--- src/core/cfb_regs.svh ---
// Constants for the core flags and bank select register.
// Assumes inclusion by bare name from the package and design files.
`ifndef CFB_REGS_SVH
`define CFB_REGS_SVH

`define CFB_DATA_W        8
`define CFB_OFS_W         7
`define CFB_PHYS_W        9
`define CFB_ADDR_LOW_MIR  8'h03
`define CFB_ADDR_HIGH_MIR 8'h83
`define CFB_BANK_BYTES    128
`define CFB_RESET_VAL     8'h18

`define CFB_BIT_IND       7
`define CFB_BIT_DIR_HI    6
`define CFB_BIT_DIR_LO    5
`define CFB_BIT_WDT       4
`define CFB_BIT_SLEEP     3
`define CFB_BIT_ZERO      2
`define CFB_BIT_NIBBLE    1
`define CFB_BIT_CARRY     0
`define CFB_NIBBLE_MSB    3
`define CFB_BYTE_MSB      7

`endif

--- src/core/cfb_pkg.sv ---
// Types for the core flags and bank select register.
// Assumes the constant header sits on the include path.
`include "cfb_regs.svh"

package cfb_pkg;

	typedef logic [`CFB_DATA_W-1:0] cfb_byte_t;
	typedef logic [`CFB_OFS_W-1:0]  cfb_ofs_t;
	typedef logic [`CFB_PHYS_W-1:0] cfb_phys_t;

	typedef enum logic [3:0]
	{
		CFB_OP_PASS = 4'h0,
		CFB_OP_SWAP = 4'h1,
		CFB_OP_ADD  = 4'h2,
		CFB_OP_SUB  = 4'h3,
		CFB_OP_AND  = 4'h4,
		CFB_OP_IOR  = 4'h5,
		CFB_OP_XOR  = 4'h6,
		CFB_OP_COM  = 4'h7,
		CFB_OP_INC  = 4'h8,
		CFB_OP_DEC  = 4'h9,
		CFB_OP_RLF  = 4'hA,
		CFB_OP_RRF  = 4'hB,
		CFB_OP_CLR  = 4'hC,
		CFB_OP_MOVZ = 4'hD
	} cfb_alu_op_e;

endpackage

--- src/core/cfb_alu_flags.sv ---
// Result and flag logic of the core ALU.
// Assumes operands are stable for the execute cycle; purely combinational.
`timescale 1ns/1ps
`include "cfb_regs.svh"

module cfb_alu_flags
(
	input  wire cfb_pkg::cfb_alu_op_e op,
	input  wire cfb_pkg::cfb_byte_t   opnd_a,
	input  wire cfb_pkg::cfb_byte_t   opnd_b,
	input  wire logic                 carry_in,
	output cfb_pkg::cfb_byte_t        result,
	output logic                      zero,
	output logic                      nibble_carry,
	output logic                      carry,
	output logic                      aff_zero,
	output logic                      aff_nibble,
	output logic                      aff_carry
);
	import cfb_pkg::*;

	cfb_byte_t   addend;
	logic        add_cin;
	logic [8:0]  sum9;
	logic [4:0]  sum5;

	// Subtraction adds the two's complement, so carry reads as no borrow
	always_comb
	begin
		addend  = opnd_b;
		add_cin = 1'b0;
		case (op)
			CFB_OP_SUB:
			begin
				addend  = ~opnd_b;
				add_cin = 1'b1;
			end
			CFB_OP_INC:
			begin
				addend  = 8'h01;
			end
			CFB_OP_DEC:
			begin
				addend  = 8'hFF;
			end
			default:
			begin
				addend  = opnd_b;
			end
		endcase
	end

	assign sum9 = {1'b0, opnd_a} + {1'b0, addend} + {8'h00, add_cin};
	assign sum5 = {1'b0, opnd_a[`CFB_NIBBLE_MSB:0]} + {1'b0, addend[`CFB_NIBBLE_MSB:0]}
		+ {4'h0, add_cin};

	always_comb
	begin
		result       = opnd_a;
		carry        = carry_in;
		nibble_carry = sum5[4];
		aff_zero     = 1'b0;
		aff_nibble   = 1'b0;
		aff_carry    = 1'b0;
		case (op)
			CFB_OP_ADD, CFB_OP_SUB:
			begin
				result     = sum9[`CFB_BYTE_MSB:0];
				carry      = sum9[8];
				aff_zero   = 1'b1;
				aff_nibble = 1'b1;
				aff_carry  = 1'b1;
			end
			CFB_OP_INC, CFB_OP_DEC:
			begin
				result   = sum9[`CFB_BYTE_MSB:0];
				aff_zero = 1'b1;
			end
			CFB_OP_AND:
			begin
				result   = opnd_a & opnd_b;
				aff_zero = 1'b1;
			end
			CFB_OP_IOR:
			begin
				result   = opnd_a | opnd_b;
				aff_zero = 1'b1;
			end
			CFB_OP_XOR:
			begin
				result   = opnd_a ^ opnd_b;
				aff_zero = 1'b1;
			end
			CFB_OP_COM:
			begin
				result   = ~opnd_a;
				aff_zero = 1'b1;
			end
			CFB_OP_MOVZ:
			begin
				aff_zero = 1'b1;
			end
			CFB_OP_CLR:
			begin
				result   = 8'h00;
				aff_zero = 1'b1;
			end
			CFB_OP_RLF:
			begin
				result    = {opnd_a[`CFB_BYTE_MSB-1:0], carry_in};
				carry     = opnd_a[`CFB_BYTE_MSB];
				aff_carry = 1'b1;
			end
			CFB_OP_RRF:
			begin
				result    = {carry_in, opnd_a[`CFB_BYTE_MSB:1]};
				carry     = opnd_a[0];
				aff_carry = 1'b1;
			end
			CFB_OP_SWAP:
			begin
				result = {opnd_a[`CFB_NIBBLE_MSB:0], opnd_a[`CFB_BYTE_MSB:4]};
			end
			default:
			begin
				result = opnd_a;
			end
		endcase
		zero = (result == 8'h00);
	end

endmodule

--- src/core/cfb_status.sv ---
// Core flags and bank select register with data-memory bank mapping.
// Assumes one execute strobe per instruction cycle from the core sequencer.
`timescale 1ns/1ps
`include "cfb_regs.svh"

// Summary of operation
// - Register answers at file addresses 03H and 83H
// - Bit 7 picks indirect bank pair
// - Bits 6-5 pick the direct bank
// - Banks span 128 bytes, instruction gives offset
// - Watchdog and sleep flags ignore data writes
// - Flag-affecting writes leave flags to flag logic
// - Carry flags mean no borrow in subtraction
// - Clear-file zeroes upper bits, sets zero flag
module cfb_status
#(
	parameter int DATA_W = `CFB_DATA_W,
	parameter int OFS_W  = `CFB_OFS_W
)
(
	input  wire logic                 clock,
	input  wire logic                 rst_b,
	input  wire logic                 exec_valid,
	input  wire logic                 acc_indirect,
	input  wire cfb_pkg::cfb_ofs_t    acc_file_addr,
	input  wire cfb_pkg::cfb_byte_t   acc_ptr_addr,
	input  wire logic                 dest_write,
	input  wire cfb_pkg::cfb_alu_op_e alu_op,
	input  wire cfb_pkg::cfb_byte_t   alu_a,
	input  wire cfb_pkg::cfb_byte_t   alu_b,
	input  wire logic                 wdt_expire,
	input  wire logic                 sleep_exec,
	input  wire logic                 clrwdt_exec,
	output cfb_pkg::cfb_byte_t        status_r,
	output cfb_pkg::cfb_phys_t        mem_addr_r,
	output logic                      status_hit_r,
	output cfb_pkg::cfb_byte_t        rd_data_r,
	output cfb_pkg::cfb_byte_t        result_r,
	output logic                      result_we_r
);
	import cfb_pkg::*;

	generate
		if (DATA_W != `CFB_DATA_W || OFS_W != `CFB_OFS_W)
		begin : g_bad_width
			$error("cfb_status supports only an 8-bit register and 7-bit offset");
		end
	endgenerate

	// Decode of the mirrored register address within a bank pair
	function automatic logic cfb_is_flags_addr(input cfb_phys_t addr);
		cfb_is_flags_addr = (addr[7:0] == `CFB_ADDR_LOW_MIR)
			|| (addr[7:0] == `CFB_ADDR_HIGH_MIR);
	endfunction

	cfb_byte_t  stat_nxt;
	cfb_phys_t  mem_addr_nxt;
	logic       status_hit_nxt;
	cfb_byte_t  rd_data_nxt;
	cfb_byte_t  result_nxt;
	logic       result_we_nxt;

	cfb_phys_t  phys_addr;
	logic       flags_hit;
	cfb_byte_t  alu_result;
	logic       alu_zero;
	logic       alu_nibble;
	logic       alu_carry;
	logic       aff_zero;
	logic       aff_nibble;
	logic       aff_carry;
	logic       aff_any;

	cfb_alu_flags u_alu
	(
		.op           (alu_op),
		.opnd_a       (alu_a),
		.opnd_b       (alu_b),
		.carry_in     (status_r[`CFB_BIT_CARRY]),
		.result       (alu_result),
		.zero         (alu_zero),
		.nibble_carry (alu_nibble),
		.carry        (alu_carry),
		.aff_zero     (aff_zero),
		.aff_nibble   (aff_nibble),
		.aff_carry    (aff_carry)
	);

	assign aff_any = aff_zero | aff_nibble | aff_carry;

	// Bank mapping of the data-memory address
	always_comb
	begin
		if (acc_indirect)
		begin
			phys_addr = {status_r[`CFB_BIT_IND], acc_ptr_addr};
		end
		else
		begin
			phys_addr = {status_r[`CFB_BIT_DIR_HI], status_r[`CFB_BIT_DIR_LO],
				acc_file_addr};
		end
		flags_hit = cfb_is_flags_addr(phys_addr);
	end

	// Next register value
	always_comb
	begin
		stat_nxt = status_r;
		if (exec_valid)
		begin
			if (dest_write && flags_hit)
			begin
				stat_nxt[`CFB_BIT_IND]    = alu_result[`CFB_BIT_IND];
				stat_nxt[`CFB_BIT_DIR_HI] = alu_result[`CFB_BIT_DIR_HI];
				stat_nxt[`CFB_BIT_DIR_LO] = alu_result[`CFB_BIT_DIR_LO];
				if (!aff_any)
				begin
					stat_nxt[`CFB_BIT_ZERO]   = alu_result[`CFB_BIT_ZERO];
					stat_nxt[`CFB_BIT_NIBBLE] = alu_result[`CFB_BIT_NIBBLE];
					stat_nxt[`CFB_BIT_CARRY]  = alu_result[`CFB_BIT_CARRY];
				end
			end
			if (aff_zero)
			begin
				stat_nxt[`CFB_BIT_ZERO] = alu_zero;
			end
			if (aff_nibble)
			begin
				stat_nxt[`CFB_BIT_NIBBLE] = alu_nibble;
			end
			if (aff_carry)
			begin
				stat_nxt[`CFB_BIT_CARRY] = alu_carry;
			end
		end
		// Watchdog and sleep flags move only on core events
		if (clrwdt_exec)
		begin
			stat_nxt[`CFB_BIT_WDT]   = 1'b1;
			stat_nxt[`CFB_BIT_SLEEP] = 1'b1;
		end
		if (sleep_exec)
		begin
			stat_nxt[`CFB_BIT_WDT]   = 1'b1;
			stat_nxt[`CFB_BIT_SLEEP] = 1'b0;
		end
		if (wdt_expire)
		begin
			stat_nxt[`CFB_BIT_WDT] = 1'b0;
		end
	end

	// Access side outputs
	always_comb
	begin
		mem_addr_nxt   = mem_addr_r;
		status_hit_nxt = 1'b0;
		rd_data_nxt    = rd_data_r;
		result_nxt     = result_r;
		result_we_nxt  = 1'b0;
		if (exec_valid)
		begin
			mem_addr_nxt   = phys_addr;
			status_hit_nxt = flags_hit;
			rd_data_nxt    = flags_hit ? status_r : 8'h00;
			result_nxt     = alu_result;
			result_we_nxt  = dest_write && !flags_hit;
		end
	end

	always_ff @(posedge clock or negedge rst_b)
	begin
		if (!rst_b)
		begin
			status_r     <= `CFB_RESET_VAL;
			mem_addr_r   <= 9'h000;
			status_hit_r <= 1'b0;
			rd_data_r    <= 8'h00;
			result_r     <= 8'h00;
			result_we_r  <= 1'b0;
		end
		else
		begin
			status_r     <= stat_nxt;
			mem_addr_r   <= mem_addr_nxt;
			status_hit_r <= status_hit_nxt;
			rd_data_r    <= rd_data_nxt;
			result_r     <= result_nxt;
			result_we_r  <= result_we_nxt;
		end
	end

endmodule

--- config.mk ---
export PLATFORM = sky130hd
export DESIGN_NAME = cfb_status
export DESIGN_NICKNAME = d
export VERILOG_FILES = /design/src/core/cfb_pkg.sv /design/src/core/cfb_alu_flags.sv /design/src/core/cfb_status.sv
export VERILOG_INCLUDE_DIRS = /design/src /design/src/core
export SDC_FILE = /design/constraint.sdc
export NUM_CORES = 1
export LEC_CHECK = 0
export BUFFER_PORTS_ARGS = -buffer_cell sky130_fd_sc_hd__buf_2
export CAP_MARGIN = 20
export CORE_ASPECT_RATIO = 1.4
export CORE_UTILIZATION = 55
export DETAILED_ROUTE_END_ITERATION = 8
export HOLD_SLACK_MARGIN = 0.03
export PLACE_DENSITY = 0.86
export REMOVE_ABC_BUFFERS = 1
export SYNTH_ARGS = -nofsm -noshare
export SYNTH_HDL_FRONTEND = slang
export SYNTH_SLANG_ARGS = --single-unit
--- constraint.sdc ---
create_clock -name clock -period 4.3 [get_ports clock]
set_clock_uncertainty 0.05 [all_clocks]
set_input_delay 0.43 -clock clock [delete_from_list [all_inputs] [get_ports clock]]
set_output_delay 0.43 -clock clock [all_outputs]
set_load 0.01 [all_outputs]
==> summary.md, run 1 <==
| Metric | Value |
|---|---|
| Final period utilization | 77.3% |
| Total GRT Usage | roughly a third |
| Slew Viols, Final | 0 |
| Worst Tran Pin Value | a little over 0.7 ns |
| Max Clock Freq | ~300 MHz |
| Pin count of the biggest net entering global routing | 36 |
| Max VDD drop | between 100 and 150 uV |
| Number of global-route vias before repair | about 3.2k |
| RSZ-0062 raised after global routing | false |
| Ys Warns | 0 |
| Critical path required time | about 4.4 ns |
| Non-Filler Instances | between 500 and 600 |
| Die height | approximately 93 microns |
| Yosys top cell by area | dfrtp_1 |
| Avg WL per Cell | between 15 and 20 microns |
| Dominant synthesized flop cell | dfrtp_1 |
| Synthesized instance count | between 300 and 400 |
| Int Power | around 0.64 mW |
| Critical path class | primary input to register |
| Top cells by area, synth | dfrtp_1, ha_1, a21oi_1 |
| Clock root buffer | clkbuf_8 |
| Top-count cell post-synth | nor2_1 |
| CTS resizes | 0 |
| Synthesized area per cell | approximately 8 sq um |
| Wl on met1 | 3.48 mm |
| Final count of hold timing violations | 0 |
| Die area | ~6200 sq um |
| Via/cell ratio | about 6.4 |
| Synth cell types | 70 |
| Met3 wire length | between 600 and 700 microns |
| CP max FO | 25 |
| Clock tree from TritonCTS | done |
| Gp weighted congestion | around 1 |
| Sequential fraction of the synthesis area | ~27% |
| Routed Antenna Nets | 0 |
| Routed via count | 3399 |
| Mapped Area | ~3200 sq um |
| Clk sinks | 35 |
| Cell leakage power | around 1.8 nW |
| 1st-pass router iterations | 5 |
| Reg power frac | about 39% |
| DRC | 0 |
| Crit path DAT | ~3.4 ns |
| Min cycle time layout | around 3.3 ns |
| Crit start category | primary input |
| Setup tns final | 0 ns |
| FF+latch count, synth | 35 |
| 1st-iter DRT viols | 236 |
| GRT overflow | 0 |
| Die width | roughly 67 microns |
| Setup bufs post-CTS | 0 |
| Cts hold-fix bufs | 0 |
| Met2 WL | 4.65 mm |
| Drt total wl | roughly 9.3 mm |
| Clock share of power | about 24% |
| Port bufs | 77 |
| Synth top cells by count | nor2_1, a21oi_1, dfrtp_1, nand2_1, o21ai_0 |
| Core Region | between 5000 and 6000 sq um |
| H-tree depth | 2 |
| Final Setup Violations | 0 |
| MaxCap Viol Count | 0 |
| Synth top area share | between 20% and 30% |
| Clk_lat worst skew | between 0.2 and 0.3 ns |
| Initial Utilization | 57.9% |
| Placed wire-length estimate | slightly above 7 mm |
| Placed Instances | about 520 |
| Nets@finish | around 530 |
| EDFF count, synth | 0 |
| First-pass GRT wire length | 14.9 mm |
| Ys async rst share | between 90% and 100% |
| Switching pwr | 0.351 mW |
| Combinational cell fraction of total power | a little under two fifths |
| DR top layer | met4 |
| TritonCTS Buffers | 5 |
| Clock Tree Buf Depth | 2 |
| Hold Crit Class | primary input to async pin |
| Initial antenna violation count | 0 |
| Setup crit end kind | register |
| Outcome | finished, final reports clean |
| Relative slew margins | between 50% and 60% |
| Number of antenna diodes | 0 |
| IO Count | between 70 and 80 |
| Area grow syn2layout | 14.0% |
| Clk pin slew, worst setup/hold paths | 0.07 ns |
| Layout cells sized above 1 | approximately a quarter |
| Power Dens Cells | between 200 and 300 nW/um^2 |
| Switching share of power | around 35% |
| Core Rows | 32 |
-- layer usage --
| layer | GRT usage (%) | up-vias |
|---|---|---|
| li1 | - | 1575 |
| met1 | 34.5 | 1558 |
| met2 | 54.4 | 215 |
| met3 | 4.31 | 51 |
| met4 | 22.0 | 0 |
| met5 | 0 | - |
-- critical path: stages --
cell and delay, ns:
buf_2 0.39, inv_2 0.10, nand3_1 0.09, o21ai_0 0.07, nand2_1 0.07, nand2_1 0.08, fa_1 0.45, fa_1 0.42
nand2b_1 0.16, a21oi_1 0.26, a31oi_1 0.20, xnor2_1 0.16, a22oi_1 0.19, nor2_1 0.09, mux2_2 0.27
-- worst paths after layout --
path	startpoint	endpoint	slack [ns]	depth (start not counted)
setup / recovery	alu_op[3]	status_r[6]	0.97	15
hold / removal	rst_b	result_r[1]	0.15	1
setup reg to reg	status_r[0]	status_r[2]	2.40	6
hold reg to reg	result_r[0]	result_r[0]	0.45	2
max in group asynchronous	rst_b	result_r[2]	3.58	1
min in group clock	wdt_expire	status_r[4]	0.21	2
-- power by group through the flow --
| stage | logic (mW) | registers (mW) | clock network [mW] |
|---|---|---|---|
| floorplan | 0.191 | 0.403 | 0 |
| global placement | 0.350 | 0.388 | 0 |
| detailed placement | 0.358 | 0.390 | 0 |
| CTS | 0.360 | 0.384 | 0.243 |
| global route | 0.402 | 0.388 | 0.257 |
| finish | 0.365 | 0.385 | 0.239 |
-- per-stage QoR --
stage / setup WS, ns / hold WS, ns / cell area [sq um] / total power, mW / util [%]
CTS: 1.02 / 0.171 / 3700 / 0.987 / 66.0
finish: 0.974 / 0.154 / 3700 / 0.989 / 66.0
global placement: 0.817 / 0.425 / 3610 / 0.739 / 64.4
floorplan: 1.31 / 0.0844 / 3090 / 0.593 / -
global route: 0.669 / 0.216 / 3700 / 1.05 / 66.0
detailed placement: 0.751 / 0.432 / 3610 / 0.748 / 64.4
-- registers in the layout (all words and copies together), names as in the netlist --
name and cells:
result_we_r 1, mem_addr_r 9, status_hit_r 1, result_r 8, rd_data_r 8, status_r 8
-- kinds of logic after synthesis --
family | share of synthesized area (%)
multiplexers | 7.52
AO/OA/AOI/OAI | 28.8
AND/OR/NAND/NOR | 17.3
flip-flops | 27.1
buffers and inverters | 7.64
adder cells (fa/ha/maj) | 10.1
XOR/XNOR | 1.62
-- cells in the final DEF, fill, tap and decap left out, types with 8 or more instances in the layout --
cell	synthesis	routed
a21oi_1	34	34
a22o_1	9	9
a22oi_1	9	9
a31oi_1	8	8
buf_2	7	77
dfrtp_1	33	33
ha_1	23	23
inv_1	19	19
mux2i_1	15	15
nand2_1	33	33
nor2_1	35	35
nor2b_1	8	8
o21ai_0	33	33
-- layout make-up --
type	count	area, sq um
multi-input combinational	311	2120
inverter	23	88.8
fill	475	1910
sequential	35	878
clock inverter	1	5.00
timing repair buffer	84	438
tap	68	85.1
clock buffer	7	86.3
(Power assumes the default switching activity.)
==> inputs of run 2 (changes only) <==
ABC_AREA = 1   (was not set)
CORE_UTILIZATION = 49   (was 55)
PLACE_DENSITY = 0.82   (was 0.86)
clock period = 2.8 ns   (was 4.3 ns; I/O delays follow)
==> run 2 against run 1 <==
First-iteration DRC count shrank 19%. Setup slack lost 0.64 ns. Non-clock buffer count grew 13. Cell count grew 20%. Die area grew 3.9%. Synthesized cell count grew 20%. Design area is essentially flat. Core utilization shrank 3.4 points. Combinational power grew 43%. Routed wire length shrank 9.4%. Largest power group unchanged.
==> summary.md, run 2 <==
| Metric | Value |
|---|---|
| Outcome | finished, final reports clean (unchanged) |
| Max Clock Freq | between 400 and 500 MHz |
| Ys Warns | 0 (unchanged) |
| Clock root buffer | clkbuf_8 (unchanged) |
| Number of global-route vias before repair | 3164 (was 3215) |
| Die area | 6460 sq um (was 6210 sq um) |
| FF+latch count, synth | 35 (unchanged) |
| Setup bufs post-CTS | 0 (unchanged) |
| Layout cells sized above 1 | 22.9% (was 26.0%) |
| Sequential fraction of the synthesis area | 29.2% (was 27.1%) |
| Reg2reg start | status_r[0] (unchanged) |
| CP max FO | 8 (was 25) |
| Mapped Area | 3010 sq um (was 3240 sq um) |
| Final Setup Violations | 0 (unchanged) |
| Port bufs | 77 (unchanged) |
| Clock tree from TritonCTS | done (unchanged) |
| Final period utilization | between 80% and 90% |
| Critical path required time | 2.97 ns (was 4.41 ns) |
| Reg2reg end | status_r[2] (unchanged) |
| Min cycle time layout | between 2 and 2.5 ns |
| Top cells by area, synth | dfrtp_1, nand2_1, ha_1 (was dfrtp_1, ha_1, a21oi_1) |
| Commonest non-fill, non-tap cell in the layout | nand2_1 (was buf_2) |
| Die width | 68.2 microns (was 66.9 microns) |
| IO Count | 78 (unchanged) |
| Placed Instances | 628 (was 521) |
| CP peak stage delay | 0.42 ns (was 0.45 ns) |
| Slew Viols, Final | 0 (unchanged) |
| Switching share of power | 34.5% (was 35.5%) |
| Dominant synthesized flop cell | dfrtp_1 (unchanged) |
| Int Power | 1.03 mW (was 0.638 mW) |
| RSZ-0062 raised after global routing | false (unchanged) |
| GRT overflow | 0 (unchanged) |
| Number of antenna diodes | 0 (unchanged) |
| CP Cell Sequence | buf_2 > nand2_1 > nor2_2 > inv_2 > buf_4 > o21ai_0 > fa_2 > fa_1 > inv_1 > nand2_1 > nand2_1 > nand3_1 > nand2_1 > nand2_1 > nand3_1 > nand3_1 > nor2_1 > nand4_1 > a21oi_2 (was buf_2 > inv_2 > nand3_1 > o21ai_0 > nand2_1 > nand2_1 > fa_1 > fa_1 > nand2b_1 > a21oi_1 > a31oi_1 > xnor2_1 > a22oi_1 > nor2_1 > mux2_2) |
| M1 GR Usage | 30.8% (was 34.5%) |
| Core Region | 5900 sq um (was 5610 sq um) |
| Gp weighted congestion | 1.01 (was 0.979) |
| Clock Tree Buf Depth | 2 (unchanged) |
| Synth top area share | 27.5% (was 25.5%) |
| Area grow syn2layout | 23.0% (was 14.0%) |
| Combinational cell fraction of total power | 33.3% (was 36.9%) |
| 1st-pass router iterations | 5 (unchanged) |
| Most frequent cells in the layout | nand2_1, buf_2, inv_1, nand3_1, nor2_1 (was buf_2, nor2_1, a21oi_1) |
| Final count of hold timing violations | 0 (unchanged) |
| First-pass GRT wire length | 13.9 mm (was 14.9 mm) |
| Fillers | 587 (was 475) |
| Relative slew margins | 50.5% (was 51.6%) |
| Top-count cell post-synth | nand2_1 (was nor2_1) |
| Die height | 94.7 microns (was 92.9 microns) |
| Nets@finish | 634 (was 528) |
| Power Dens Cells | 424 nW/um^2 (was 267 nW/um^2) |
| H-tree depth | 2 (unchanged) |
| Cell area after placement | 3570 sq um (was 3610 sq um) |
| Finished Cell Area | 3700 sq um (about the same) |
| Top reg by flops | mem_addr_r (unchanged) |
| Crit path DAT | 2.64 ns (was 3.44 ns) |
| Initial antenna violation count | 0 (unchanged) |
| Clock share of power | 28.8% (was 24.2%) |
| Drt total wl | 8.45 mm (was 9.33 mm) |
| Routed via count | 3329 (was 3399) |
| Cell leakage power | 2.17 nW (was 1.77 nW) |
| CP max stage cell | fa_1 (unchanged) |
| Clk sinks | 35 (unchanged) |
| Placed wire-length estimate | 6.92 mm (was 7.24 mm) |
| Yosys top cell by area | dfrtp_1 (unchanged) |
| Hold Crit Class | primary input to register (was primary input to async pin) |
| Reg power frac | 37.9% (was 38.9%) |
| DRC | 0 (unchanged) |
| Total GRT Usage | 28.3% (was 31.6%) |
| Synthesized area per cell | 6.38 sq um (was 8.23 sq um) |
| Crit start category | primary input (unchanged) |
| R2R setup slack | 1.32 ns (was 2.40 ns) |
| HP Start | wdt_expire |
| GR Util met2 | 52.4% (was 54.4%) |
| Max VDD drop | 255 uV (was 116 uV) |
| Hold Path Cell Cnt | 2 |
| Clk_lat worst skew | 0.29 ns (was 0.28 ns) |
| Initial Utilization | 50.9% (was 57.9%) |
| Worst Hold End | status_r[4] |
| Pin count of the biggest net entering global routing | 36 (unchanged) |
| Routed Antenna Nets | 0 (unchanged) |
| GR peak layer | met2 (unchanged) |
| Clk pin slew, worst setup/hold paths | 0.07 ns (about the same) |
| Synthesized instance count | 471 (was 394) |
| Max FFs per register | 9 (unchanged) |
| Non-Filler Instances | 637 (was 529) |
| 1st-iter DRT viols | 192 (was 236) |
| TritonCTS Buffers | 5 (unchanged) |
| Core Rows | 33 (was 32) |
| Most frequent CP cell | nand2_1 |
| Switching pwr | 0.542 mW (was 0.351 mW) |
| Setup crit end kind | register (unchanged) |
| EDFF count, synth | 0 (unchanged) |
| Reg2reg path depth | 9 (was 6) |
| MaxCap Viol Count | 0 (unchanged) |
| Worst Tran Pin Value | 0.743 ns (was 0.727 ns) |
| Ys async rst share | 100% (unchanged) |
| Critical path class | primary input to register (unchanged) |
| Avg WL per Cell | 13.3 microns (was 17.6 microns) |
| GR Util met3 | 2.54% (was 4.31%) |
| Synth top cells by count | nand2_1, inv_1, nand3_1, nor2_1, o21ai_0 (was nor2_1, a21oi_1, dfrtp_1, nand2_1, o21ai_0) |
| Synth cell types | 33 (was 70) |
| Via/cell ratio | 5.23 (was 6.43) |
==> run 2: how the worst max path moves through the flow <==
stage / slack [ns] / from / cells past startpoint / endpoint
2_1_floorplan: 0.16 / alu_op[2] / 19 / status_r[2]
3_3_place_gp: 0.002 / alu_op[2] / 20 / status_r[2]
3_5_place_dp: -0.07 / alu_op[2] / 20 / status_r[2]
4_1_cts: 0.23 / alu_op[2] / 20 / status_r[2]
5_1_grt: 0.03 / alu_op[0] / 19 / status_r[2]
6_report: 0.33 / alu_op[1] / 19 / status_r[2]
==> run 2: routing by layer <==
| metal | share of wire (%) | routed length (microns) |
|---|---|---|
| met1 | 40 | 3360 |
| met2 | 51 | 4320 |
| met3 | 5.2 | 437 |
| met4 | 4.0 | 334 |
| met5 | 0 | 0 |
==> run 2: kinds of logic after synthesis <==
| logic type | synth area share (%) |
|---|---|
| simple gates | 39.9 |
| buf+inv | 9.95 |
| compound gates | 9.70 |
| flops | 29.2 |
| fa+ha+maj | 10.9 |
| xor+xnor | 0.291 |
==> run 2: timing repair <==
action,4_1_cts,5_1_grt
hold buffers,1,0
endpoints found under the hold margin,33,0
resized for setup,0,2
endpoints found under the setup margin,0,1
==> run 2: worst max-delay path, delay by kind of cell <==
family	cells	cell delay (ns)
adder cells (fa/ha/maj)	2	0.82
AND/OR/NAND/NOR	11	0.90
buffers and inverters	4	0.39
AO/OA/AOI/OAI	2	0.24
==> run 2: final cells by class <==
cell class	count	area, sq um	area share, %
clock buffers	5	68.8	1.86
clock inverters	3	43.8	1.18
multi-input cells	361	1830	49.6
inverters	66	248	6.70
repair buffers	97	538	14.5
well taps	70	87.6	2.37
flip-flops and latches	35	878	23.7
==> run 2: power groups by stage <==
stage          registers, mW  logic [mW]  clock network, mW
2_1_floorplan          0.625       0.269                  0
3_3_place_gp           0.604       0.507                  0
3_5_place_dp           0.604       0.520                  0
4_1_cts                0.594       0.523              0.462
5_1_grt                0.599       0.594              0.485
6_report               0.595       0.523              0.452
==> run 2: stage by stage <==
step | hold slack (ns) | worst slack, ns | TNS [ns] | total power [mW] | utilization [%]
floorplan | -0.0656 | 0.158 | 0 | 0.894 | -
global placement | 0.325 | 0.00234 | 0 | 1.11 | 60.5
detailed placement | 0.336 | -0.0726 | -0.0726 | 1.12 | 60.5
CTS | 0.0355 | 0.229 | 0 | 1.58 | 62.6
global route | 0.0371 | 0.0323 | 0 | 1.68 | 62.6
finish | 0.0429 | 0.332 | 0 | 1.57 | 62.6
